<file path="config.mk">
export PLATFORM = sky130hd
export DESIGN_NAME = isp_ctrl
export DESIGN_NICKNAME = d
export VERILOG_FILES = /design/src/isp_pkg.sv /design/src/isp_pin_sense.sv /design/src/isp_ctrl.sv
export VERILOG_INCLUDE_DIRS = /design/src
export SDC_FILE = /design/constraint.sdc
export NUM_CORES = 1
export LEC_CHECK = 0
export BUFFER_PORTS_ARGS = -buffer_cell sky130_fd_sc_hd__clkbuf_2
export CAP_MARGIN = 40
export CORE_ASPECT_RATIO = 0.9
export CORE_MARGIN = 10
export CORE_UTILIZATION = 53
export CTS_CLUSTER_SIZE = 20
export DETAILED_ROUTE_END_ITERATION = 7
export GPL_ROUTABILITY_DRIVEN = 0
export PLACE_DENSITY = 0.86
export REMOVE_ABC_BUFFERS = 1
export SYNTH_ARGS = -nofsm -noshare
export SYNTH_HDL_FRONTEND = slang
export SYNTH_SLANG_ARGS = --single-unit
</file>
<file path="constraint.sdc">
create_clock -name hclk -period 4.46 [get_ports hclk]
set_clock_uncertainty 0.2 [all_clocks]
set_input_delay 0.223 -clock hclk [delete_from_list [all_inputs] [get_ports hclk]]
set_output_delay 0.223 -clock hclk [all_outputs]
set_load 0.005 [all_outputs]
</file>
<file path="src/isp_consts.svh">
// offsets, field positions, reset values and vector numbers of the interrupt source block
`ifndef ISP_CONSTS_SVH
`define ISP_CONSTS_SVH
`define ISP_OFF_SYS 8'h00
`define ISP_OFF_SENSE 8'h04
`define ISP_OFF_EN 8'h08
`define ISP_OFF_FLAG 8'h0c
`define ISP_OFF_PRA 8'h10
`define ISP_OFF_PRB 8'h14
`define ISP_OFF_STAT 8'h18
`define ISP_SYS_EDGE 0
`define ISP_SYS_UE 1
`define ISP_STAT_ACC 6
`define ISP_STAT_VALID 7
`define ISP_RST_REG 8'h00
`define ISP_RST_UE 1'b1
`define ISP_RST_PIN 3'h7
`define ISP_VEC_NMI 6'h07
`define ISP_VEC_PIN0 6'h0c
`define ISP_VEC_PIN7 6'h13
`define ISP_VEC_WDT 6'h14
`define ISP_VEC_RFSH 6'h15
`define ISP_VEC_TMR0 6'h18
`define ISP_VEC_DMA0 6'h2c
`define ISP_VEC_SER0 6'h34
`define ISP_VEC_ADC 6'h3c
`define ISP_RSV_MASK 64'he000_0888_88c0_0f7f
`define ISP_NSRC 34
`define ISP_SRC_TMR0 2
`define ISP_SRC_DMA0 17
`define ISP_SRC_SER0 25
`define ISP_SRC_ADC 33
`define ISP_DMA_CAPABLE 34'h1_fe01_fffc
`define ISP_NPIN 8
`endif

</file>
<file path="src/isp_pkg.sv">
// types shared by the interrupt source block
package isp_pkg;
  typedef struct packed {
    logic int_mask;
    logic second_mask_bit;
    logic ack;
    logic [5:0] ack_vec;
  } isp_cpu_in_s;
  typedef struct packed {
    logic valid;
    logic accept;
    logic [5:0] vec;
    logic [15:0] vaddr;
  } isp_cpu_out_s;
  typedef struct packed {
    logic s1;
    logic s2;
    logic s3;
  } isp_pin_state_s;
  typedef struct packed {
    logic nm_edge;
    logic ue;
    logic [7:0] sense;
    logic [7:0] en;
    logic [7:0] flag;
    logic [7:0] pa;
    logic [7:0] pb;
    logic nmi_pend;
    logic ph_valid;
    logic ph_write;
    logic [7:0] ph_addr;
    logic [7:0] rdata;
    isp_cpu_out_s cpu;
    logic wake;
  } isp_state_s;
endpackage

</file>
<file path="src/isp_pin_sense.sv">
// pin synchroniser with edge detection
`timescale 1ns/1ps
`include "isp_consts.svh"
module isp_pin_sense import isp_pkg::*; (
  // clock and reset
  input wire logic hclk,
  input wire logic hresetn,
  // asynchronous pin
  input wire logic pin,
  // synchronised level and edges
  output logic lvl,
  output logic rise,
  output logic fall
);
  isp_pin_state_s s_q;
  isp_pin_state_s s_d;

  always_comb begin
    s_d = s_q;
    s_d.s1 = pin;
    s_d.s2 = s_q.s1;
    s_d.s3 = s_q.s2;
  end

  // resets to idle high so a quiet pin gives no false edge
  always_ff @(posedge hclk or negedge hresetn) begin
    if (!hresetn) begin
      s_q <= `ISP_RST_PIN;
    end else begin
      s_q <= s_d;
    end
  end

  assign lvl = s_q.s2;
  assign rise = s_q.s2 & ~s_q.s3;
  assign fall = ~s_q.s2 & s_q.s3;
endmodule

</file>
<file path="src/isp_ctrl.sv">
// interrupt source collection, priority resolution and vector generation
//
// Functional notes
// - nonmaskable request ranks highest and is accepted regardless of cpu mask bits
// - nonmaskable request caught on rising or falling edge per edge-select bit
// - nonmaskable request reports vector 7
// - each request pin requests while low or on falling edge, per sense bit
// - pin requests gated by enable; four priority bits cover pins 0,1,2-3,4-7
// - per-pin status flag, software clears it by writing 0
// - pins 0 to 7 use vectors 12 to 19 in order
// - pin activity is seen whatever the pin direction
// - only nonmaskable request and pins 0 to 2 wake from software standby
// - 34 internal requests arrive already qualified by unit flag and enable
// - timer or serial requests routed to dma are not forwarded as interrupts
// - equal priority level: smaller vector number wins
// - priority bits raise any source but nonmaskable and refresh; reset gives default order
// - vector table address is four times the vector number, low 16 bits
// - timer channels 0-4 use vector groups of four from 24, one priority bit each
// - serial channels use vectors 52-55 and 56-59, one priority bit each
// - watchdog 20, refresh 21 without priority bit, dma ends 44-51, a/d end 60
// - pin flag sets while low in level mode, on high-to-low in edge mode
// - priority bit 1 means high level, 0 low level, all reset to 0
//
// The placing of the registers and the AHB-Lite slave port were left to the implementer.
`timescale 1ns/1ps
`include "isp_consts.svh"
module isp_ctrl import isp_pkg::*; (
  // clock and reset
  input wire logic hclk,
  input wire logic hresetn,
  // ahb-lite slave
  input wire logic hsel,
  input wire logic [31:0] haddr,
  input wire logic [1:0] htrans,
  input wire logic hwrite,
  input wire logic [2:0] hsize,
  input wire logic [31:0] hwdata,
  input wire logic hready,
  output logic hreadyout,
  output logic hresp,
  output logic [31:0] hrdata,
  // external request pins
  input wire logic nonmask_pin,
  input wire logic [7:0] irq_pin_n,
  // on-chip units, indexed by source number
  input wire logic [33:0] int_req,
  input wire logic [33:0] int_dma,
  // cpu core
  input wire isp_cpu_in_s cpu_in,
  output isp_cpu_out_s cpu_out,
  // software standby
  input wire logic standby,
  output logic wake
);
  isp_state_s s_q;
  isp_state_s s_d;

  logic [8:0] pin_lvl;
  logic [8:0] pin_rise;
  logic [8:0] pin_fall;
  logic nmi_evt;
  logic [7:0] pin_set;
  logic [7:0] lvl_set;
  logic [7:0] edge_set;
  logic [7:0] ack_clr;
  logic wr_flag;
  logic [63:0] req64;
  logic [63:0] lvl64;
  logic [63:0] dma64;
  logic [63:0] cand;
  logic hi_any;
  logic [5:0] win;
  logic wake_src;
  logic [31:0] sel_addr;
  // a literal cannot be bit-selected, so the dma route map is held as a constant vector
  localparam logic [33:0] dma_capable = `ISP_DMA_CAPABLE;

  // vector number of internal source i
  function automatic logic [5:0] src_vec(input int i);
    int v;
    if (i == 0) begin
      v = int'(`ISP_VEC_WDT);
    end else if (i == 1) begin
      v = int'(`ISP_VEC_RFSH);
    end else if (i < `ISP_SRC_DMA0) begin
      v = int'(`ISP_VEC_TMR0) + 4 * ((i - `ISP_SRC_TMR0) / 3) + (i - `ISP_SRC_TMR0) % 3;
    end else if (i < `ISP_SRC_SER0) begin
      v = int'(`ISP_VEC_DMA0) + (i - `ISP_SRC_DMA0);
    end else if (i < `ISP_SRC_ADC) begin
      v = int'(`ISP_VEC_SER0) + (i - `ISP_SRC_SER0);
    end else begin
      v = int'(`ISP_VEC_ADC);
    end
    return 6'(v);
  endfunction

  // priority level of a vector number
  function automatic logic prio_of(input int v, input logic [7:0] pa, input logic [7:0] pb);
    logic p;
    p = 1'b0;
    if (v == int'(`ISP_VEC_NMI)) begin
      p = 1'b1;
    end else if (v == 12) begin
      p = pa[7];
    end else if (v == 13) begin
      p = pa[6];
    end else if (v >= 14 && v <= 15) begin
      p = pa[5];
    end else if (v >= 16 && v <= 19) begin
      p = pa[4];
    end else if (v == 20) begin
      p = pa[3];
    end else if (v >= 24 && v <= 26) begin
      p = pa[2];
    end else if (v >= 28 && v <= 30) begin
      p = pa[1];
    end else if (v >= 32 && v <= 34) begin
      p = pa[0];
    end else if (v >= 36 && v <= 38) begin
      p = pb[7];
    end else if (v >= 40 && v <= 42) begin
      p = pb[6];
    end else if (v >= 44 && v <= 47) begin
      p = pb[5];
    end else if (v >= 48 && v <= 51) begin
      p = pb[4];
    end else if (v >= 52 && v <= 55) begin
      p = pb[3];
    end else if (v >= 56 && v <= 59) begin
      p = pb[2];
    end else if (v == int'(`ISP_VEC_ADC)) begin
      p = pb[1];
    end
    return p;
  endfunction

  // one-hot pin select for a pin vector, zero otherwise
  function automatic logic [7:0] pin_sel(input logic [5:0] v);
    logic [7:0] m;
    m = 8'h00;
    if (v >= `ISP_VEC_PIN0 && v <= `ISP_VEC_PIN7) begin
      m = 8'h01 << 3'(v - `ISP_VEC_PIN0);
    end
    return m;
  endfunction

  // request pins carry no direction input, so an output-driven level is seen too
  genvar g;
  generate
    for (g = 0; g <= `ISP_NPIN; g++) begin : g_pin
      logic pin_in;
      // the last slot carries the nonmaskable pin, so no out-of-range pin index is formed
      if (g == `ISP_NPIN) begin : g_nmi
        assign pin_in = nonmask_pin;
      end else begin : g_irq
        assign pin_in = irq_pin_n[g];
      end
      isp_pin_sense i_isp_pin_sense (
        .hclk(hclk),
        .hresetn(hresetn),
        .pin(pin_in),
        .lvl(pin_lvl[g]),
        .rise(pin_rise[g]),
        .fall(pin_fall[g])
      );
    end
  endgenerate

  assign nmi_evt = s_q.nm_edge ? pin_rise[`ISP_NPIN] : pin_fall[`ISP_NPIN];
  assign lvl_set = ~s_q.sense & ~pin_lvl[7:0];
  assign edge_set = s_q.sense & pin_fall[7:0];
  assign pin_set = lvl_set | edge_set;
  assign wr_flag = s_q.ph_valid & s_q.ph_write & (s_q.ph_addr == `ISP_OFF_FLAG);
  // edge-mode flags are consumed by the exception; level-mode flags stay set until software writes 0
  assign ack_clr = cpu_in.ack ? (pin_sel(cpu_in.ack_vec) & s_q.sense) : 8'h00;
  assign wake_src = nmi_evt | (|(pin_set[2:0] & s_q.en[2:0]));
  assign sel_addr = haddr;

  // request, level and dma-route maps indexed by vector number
  always_comb begin
    req64 = 64'h0;
    dma64 = 64'h0;
    lvl64 = 64'h0;
    req64[`ISP_VEC_NMI] = s_q.nmi_pend;
    for (int n = 0; n < `ISP_NPIN; n++) begin
      req64[int'(`ISP_VEC_PIN0) + n] = s_q.flag[n] & s_q.en[n];
    end
    for (int i = 0; i < `ISP_NSRC; i++) begin
      req64[src_vec(i)] = int_req[i] & ~(int_dma[i] & dma_capable[i]);
      dma64[src_vec(i)] = int_dma[i] & dma_capable[i];
    end
    req64 = req64 & ~`ISP_RSV_MASK;
    for (int v = 0; v < 64; v++) begin
      lvl64[v] = prio_of(v, s_q.pa, s_q.pb);
    end
    hi_any = |(req64 & lvl64);
    cand = hi_any ? (req64 & lvl64) : req64;
    win = 6'h00;
    for (int v = 63; v >= 0; v--) begin
      if (cand[v]) begin
        win = 6'(v);
      end
    end
  end

  always_comb begin
    s_d = s_q;
    // data phase of a write
    if (s_q.ph_valid && s_q.ph_write) begin
      if (s_q.ph_addr == `ISP_OFF_SYS) begin
        s_d.nm_edge = hwdata[`ISP_SYS_EDGE];
        s_d.ue = hwdata[`ISP_SYS_UE];
      end else if (s_q.ph_addr == `ISP_OFF_SENSE) begin
        s_d.sense = hwdata[7:0];
      end else if (s_q.ph_addr == `ISP_OFF_EN) begin
        s_d.en = hwdata[7:0];
      end else if (s_q.ph_addr == `ISP_OFF_FLAG) begin
        s_d.flag = s_q.flag & hwdata[7:0];
      end else if (s_q.ph_addr == `ISP_OFF_PRA) begin
        s_d.pa = hwdata[7:0];
      end else if (s_q.ph_addr == `ISP_OFF_PRB) begin
        s_d.pb = hwdata[7:0];
      end
    end
    if (cpu_in.ack && cpu_in.ack_vec == `ISP_VEC_NMI) begin
      s_d.nmi_pend = 1'b0;
    end
    s_d.flag = s_d.flag & ~ack_clr;
    // new events win over any clear in the same cycle
    s_d.flag = s_d.flag | pin_set;
    if (nmi_evt) begin
      s_d.nmi_pend = 1'b1;
    end
    // address phase; read data taken from the updated state, status register from the current cpu outputs
    s_d.ph_valid = hsel & hready & htrans[1];
    s_d.ph_write = hwrite;
    s_d.ph_addr = sel_addr[7:0];
    if (hsel && hready && htrans[1] && !hwrite) begin
      if (sel_addr[7:0] == `ISP_OFF_SYS) begin
        s_d.rdata = 8'h00;
        s_d.rdata[`ISP_SYS_EDGE] = s_d.nm_edge;
        s_d.rdata[`ISP_SYS_UE] = s_d.ue;
      end else if (sel_addr[7:0] == `ISP_OFF_SENSE) begin
        s_d.rdata = s_d.sense;
      end else if (sel_addr[7:0] == `ISP_OFF_EN) begin
        s_d.rdata = s_d.en;
      end else if (sel_addr[7:0] == `ISP_OFF_FLAG) begin
        s_d.rdata = s_d.flag;
      end else if (sel_addr[7:0] == `ISP_OFF_PRA) begin
        s_d.rdata = s_d.pa;
      end else if (sel_addr[7:0] == `ISP_OFF_PRB) begin
        s_d.rdata = s_d.pb;
      end else if (sel_addr[7:0] == `ISP_OFF_STAT) begin
        s_d.rdata = {s_q.cpu.valid, s_q.cpu.accept, s_q.cpu.vec};
      end else begin
        s_d.rdata = 8'h00;
      end
    end
    // presented vector; accept follows the cpu mask bits
    s_d.cpu.valid = |cand;
    s_d.cpu.vec = win;
    s_d.cpu.vaddr = {8'h00, win, 2'b00};
    s_d.cpu.accept = (|cand) && (cand[`ISP_VEC_NMI] || !cpu_in.int_mask ||
      (!s_q.ue && !cpu_in.second_mask_bit && hi_any));
    s_d.wake = standby & wake_src;
  end

  always_ff @(posedge hclk or negedge hresetn) begin
    if (!hresetn) begin
      s_q <= '0;
      s_q.ue <= `ISP_RST_UE;
    end else begin
      s_q <= s_d;
    end
  end

  // zero wait state slave, always OKAY
  assign hreadyout = 1'b1;
  assign hresp = 1'b0;
  assign hrdata = {24'h000000, s_q.rdata};
  assign cpu_out = s_q.cpu;
  assign wake = s_q.wake;
endmodule

</file>
==> metrics, run 1 <==
outcome=finished clean; data required time at the worst endpoint=4480 ps; Post-synth EDFFs=0; row cnt=35; DR WL met3=2.15 mm; die footprint=15,000 um^2; drt first pass iters=6; Synth cell types=68; # fillers=800; initial DRC count=668; RSZ-0062 raised after global routing=no; leak pwr=0.00292 uW; CP Buf/Inv Count=1; Die Wd=128 um; Root Buffer=clkbuf_16; initial antenna violation count=1; Yosys reg bits=97; Chip Height=117 um; data arrival time of the critical path=3380 ps; Syn Area/Cell=9.83 um^2; fin nets=853; DRC=0; port buffer count=120; first-pass GRT wire length=26.9 mm; GRT Total Usage=21.8%; # setup viols final=0; total congestion overflow=0; Slowest cell on crit path=dfrtp_1; Period minus WS final=3360 ps; Critical Path End Type=register; Max Slew Vio Count=0; CTS Buffer Depth=2; crit start category=register; Starting Density=54.4%; Hold Path End=lvl64[16]; WL met2=7.87 mm; CORE AREA=10,200 um^2; layout cells sized above 1=31.6%; reg-to-reg startpoint=lvl64[28]; highest-count cells in the layout ignoring fill and taps=clkbuf_2 (119), dfrtp_1 (69), nand2_1 (45); clk_lat worst skew=360 ps; I/O pin total=220; pin count of the biggest net entering global routing=64; Tcrit/Tclk final=75.4%; CP Class=register to register; Final Hold Fails=0; ys async rst share=100%; Primary FF master, synth=dfrtp_1; clock slew at reported path FFs=80 ps; post-route antenna net violation count=0; vias per std cell=6.13; min-delay src=hwdata[4]; Least-Margin Pin Slew=785 ps; Finished Cell Area=6520 um^2; Total Wirelength=17.1 mm; crit-path max FO=21; fmax=297 MHz; met1 WL=6.41 mm; Core Util, Final=63.7%; vias in the first global route=5,201; reg2reg path depth=10; TritonCTS clock tree=done; routed wire length per instance=20.7 um; sequential share of the synthesized area=44.2%; commonest non-fill, non-tap cell in the layout=clkbuf_2; CP top delay family=compound AO/OA/AOI/OAI gates; Vias=5,069; crit-path cells=and3b_1 > a2111oi_0 > nand4_1 > nor4_4 > buf_4 > o21ai_0 > a21boi_0 > o21a_1 > o211ai_1 > a221o_1; # H-tree levels=3; yosys warns=0; Tightest Hold Check Type=input port to register; Syn Inst Count=567; Max stage delay on crit path=470 ps; Area Overhead vs Synth=17.0%; Max VDD drop=0.300 mV; uppermost layer routed=met4; Resized cells post-CTS=0; WHS Path Cells=3; R2R Setup Slk=1100 ps; Fin Setup TNS=0 ps; Slew headroom=47.7%; Num CTS Buffers=9; mapped cell area=5580 um^2; reg2reg end=cpu_out[4]; power density cells=301 nW/um^2; clk sinks=97; maxcap violations=0; placed inst area=6020 um^2; post-DP HPWL=12.9 mm
-- tightest hold or removal path: stages --
cell and delay [ps]:
clkbuf_2 150, nand2_1 60, o21ai_0 100
-- cell type report --
class / count / area [um^2] / area share [%]
sequential: 97 / 2460 / 37.7
timing repair buffer: 148 / 863 / 13.2
multi-input combinational: 421 / 2700 / 41.4
antenna: 1 / 2.50 / 0.0384
clock buffer: 9 / 225 / 3.45
clock inverter: 7 / 55.1 / 0.844
tap: 129 / 161 / 2.47
inverter: 15 / 56.3 / 0.863
-- what timing repair did --
| action | 4_1_cts | 5_1_grt |
|---|---|---|
| setup buffers | 0 | 0 |
| hold buffers | 22 | 0 |
| endpoints found under the hold margin | 75 | 0 |
-- cell families after synthesis --
logic type / share of synthesized area [%]
buffers and inverters: 9.74
flip-flops: 44.2
AO/OA/AOI/OAI: 18.6
multiplexers: 7.41
other: 0.135
AND/OR/NAND/NOR: 20.0
-- power by group --
part           total (uW)  switching, uW  leakage [uW]  internal (uW)
clock network         729            347      0.000132            383
logic                 264            147       0.00168            116
registers             968           35.5       0.00110            933
-- synth_stat cells, drive strengths merged (4+ instances only) --
library cell / count / area share [%]
and3: 8 / 0.90
o31ai: 4 / 0.54
nor2b: 25 / 2.9
or3: 6 / 0.67
nor4: 4 / 1.3
or4: 6 / 0.88
a21oi: 26 / 2.3
buf: 63 / 8.4
dfrtp: 69 / 31
nor3: 8 / 0.72
a221oi: 7 / 1.1
inv: 14 / 0.94
nand2b: 21 / 2.4
nor3b: 6 / 0.90
o21ai: 37 / 3.3
nor2: 30 / 2.1
a22o: 7 / 1.1
clkbuf: 5 / 0.34
o22ai: 10 / 1.1
a31oi: 12 / 1.3
a22oi: 5 / 0.76
nand4: 4 / 0.56
o211ai: 12 / 1.6
o221ai: 4 / 0.63
dfstp: 28 / 13
nand2: 45 / 3.0
a211oi: 5 / 0.67
mux2: 34 / 6.9
nand3: 13 / 1.2
and2: 4 / 0.45
-- worst max-delay path by stage --
| stage | start | to | slack [ps] | cells past startpoint |
|---|---|---|---|---|
| 2_1_floorplan | s_q[74] | cpu_out[4] | 1130 | 9 |
| 3_3_place_gp | lvl64[24] | cpu_out[4] | 1270 | 10 |
| 3_5_place_dp | lvl64[24] | cpu_out[3] | 1240 | 9 |
| 4_1_cts | lvl64[24] | cpu_out[4] | 1200 | 10 |
| 5_1_grt | lvl64[24] | cpu_out[4] | 900 | 10 |
| 6_report | lvl64[28] | cpu_out[4] | 1100 | 10 |
-- per-layer routing --
metal	up-vias	track usage [%]
li1	2244	-
met1	2404	26.2
met2	357	34.7
met3	64	6.57
met4	0	10.3
met5	-	0
-- registers in the layout, indices dropped and copies added, names as in the netlist --
register	flops
g_pin.i_isp_pin_sense.lvl	9
wake	1
g_pin.i_isp_pin_sense.s_d	9
s_q	37
cpu_out	8
lvl64	15
g_pin.i_isp_pin_sense.s_q	9
hrdata	8
req64	1
-- per-stage QoR --
step / power, uW / hold slack, ps / setup WS, ps / std cells
finish: 1960 / 31.5 / 1100 / 827
global route: 2050 / 32.9 / 901 / 827
CTS: 1950 / 20.3 / 1200 / 825
detailed placement: 1220 / 112 / 1240 / 787
global placement: 1210 / 110 / 1270 / 785
floorplan: 1090 / -273 / 1130 / 533
No activity file was read; power rests on OpenSTA's default activity.
==> run 2: changes to the inputs <==
- CORE_UTILIZATION: 53 -> 49
- PLACE_DENSITY: 0.86 -> 0.8
- clock period: 4.46 -> 3.3 ns (I/O delays scaled with it)
==> metrics, run 2 (synthesized netlist as in run 1, its figures left out) <==
crit start category=register; GRT Total Usage=20.6%; Switch Pwr=712 uW; Least-Margin Pin Slew=590 ps; Hold WS=13.7 ps; CP top delay family=simple AND/OR/NAND/NOR gates; highest-count cells in the layout ignoring fill and taps=clkbuf_2 (119), dfrtp_1 (69), nand2_1 (45); Slowest cell on crit path=or4_4; Fin Setup TNS=0 ps; Slew headroom=60.5%; WHS Path Cells=4; Chip Height=121 um; RSZ-0062 raised after global routing=no; Comb pwr share=13.1%; port buffer count=120; fmax=315 MHz; CP Buf/Inv Count=0; maxcap violations=0; Period minus WS final=3170 ps; Num CTS Buffers=9; Max stage delay on crit path=580 ps; Power Internal=2120 uW; fin nets=871; # H-tree levels=3; Final Hold Fails=0; clock slew at reported path FFs=70 ps; clock power share=40.7%; Area Overhead vs Synth=21.8%; leak pwr=0.00304 uW; R2R Setup Slk=130 ps; post-DP HPWL=13.1 mm; total congestion overflow=0; Critical Path End Type=register; crit-path max FO=8; row cnt=36; Tightest Hold Check Type=input port to register; data required time at the worst endpoint=3320 ps; ant diodes=0; DRC=0; crit-path cells=or4_4 > nor4_4 > nand2_1 > nor2_2 > mux2_2 > a22o_1 > a221oi_1 > a31oi_1; vias in the first global route=5,209; # setup viols final=0; post-route antenna net violation count=0; TritonCTS clock tree=done; clk sinks=97; layout cells sized above 1=32.2%; initial antenna violation count=0; first-pass GRT wire length=26.9 mm; routed wire length per instance=19.5 um; CP Class=register to register; Top reg by flops=s_q; CTS Buffer Depth=2; reg-to-reg startpoint=s_q[40]; Seq pwr share=46.2%; Total Wirelength=16.9 mm; number of flip-flops under the largest register name=37; Hold Path End=req64[7]; Root Buffer=clkbuf_16; commonest non-fill, non-tap cell in the layout=clkbuf_2; Die Wd=132 um; drt first pass iters=5; pin count of the biggest net entering global routing=58; Starting Density=50.7%; reg2reg path depth=8; min-delay src=cpu_in[4]; outcome=finished clean; Tcrit/Tclk final=96.1%; data arrival time of the critical path=3200 ps; die footprint=16,100 um^2; power density cells=416 nW/um^2; initial DRC count=417; Max Slew Vio Count=0; reg2reg end=hrdata[6]; vias per std cell=5.87; Switching Share=25.2%; clk_lat worst skew=350 ps; I/O pin total=220; CORE AREA=11,000 um^2; Vias=5,087; Max VDD drop=0.388 mV
-- run 2: cell types whose count changed in the layout (fill, tap and decap cells not counted), moves of 2 or more --
| cell | before | now |
|---|---|---|
| clkinv_4 | 2 | 0 |
| buf_2 | 2 | 0 |
| buf_4 | 5 | 15 |
| clkinvlp_4 | 2 | 0 |
| clkbuf_16 | 9 | 11 |
| dlygate4sd3_1 | 22 | 30 |
-- run 2: layer usage --
| layer | wire length, um | vias to the layer above | share of wire [%] | track usage (%) |
|---|---|---|---|---|
| met5 | 0 | - | 0 | 0 |
| met4 | 376 | 0 | 2.2 | 6.66 |
| met3 | 1950 | 41 | 11 | 7.99 |
| met2 | 8020 | 339 | 47 | 34.2 |
| met1 | 6590 | 2429 | 39 | 24.2 |
| li1 | - | 2278 | - | - |
-- run 2: worst max-delay path by stage --
stage / startpoint / end / slack (ps) / depth (start not counted)
2_1_floorplan: s_q[74] / cpu_out[4] / -30 / 9
3_3_place_gp: lvl64[28] / cpu_out[2] / 230 / 9
3_5_place_dp: s_q[74] / cpu_out[2] / 170 / 10
4_1_cts: s_q[74] / cpu_out[2] / 150 / 10
5_1_grt: s_q[74] / cpu_out[2] / 20 / 10
6_report: s_q[40] / hrdata[6] / 130 / 8
-- run 2: power groups by stage --
stage	registers, uW	clock network, uW	logic, uW
after floorplan	1310	0	156
after global placement	1320	0	318
after detailed placement	1330	0	333
after CTS	1310	1160	364
after global routing	1310	1220	409
final	1310	1150	370
-- run 2: layout make-up --
class                           count  area [um^2]
Fill cell                         922         4200
Tap cell                          152          190
Clock inverter                      4         52.6
Timing Repair Buffer              166         1050
Inverter                           15         56.3
Clock buffer                       12          279
Multi-Input combinational cell    421         2700
Sequential cell                    97         2460
-- run 2: worst reg2reg max path, stage by stage, from the launching register on --
cell and delay (ps):
dfrtp_1 370, or4_4 580, nor4_4 340, nand2_1 120, nor2_2 430, mux2_2 430, a22o_1 210, a221oi_1 240
a31oi_1 120
-- run 2: what timing repair did --
item / 4_1_cts / 5_1_grt
setup endpoints to repair: 0 / 6
hold endpoints to repair: 127 / 0
buffers inserted: 0 / 1
resized for setup: 0 / 3
hold buffers: 30 / 0
-- run 2: per-stage QoR --
step                utilization [%]  total power, uW  setup WS, ps  std cells  instance area (um^2)
floorplan                         -             1470         -31.7        533                  5220
global placement               55.6             1640           226        819                  6110
detailed placement             55.9             1660           173        820                  6140
CTS                            61.6             2830           150        866                  6770
global route                   61.8             2940          15.8        867                  6790
finish                         61.8             2830           128        867                  6790
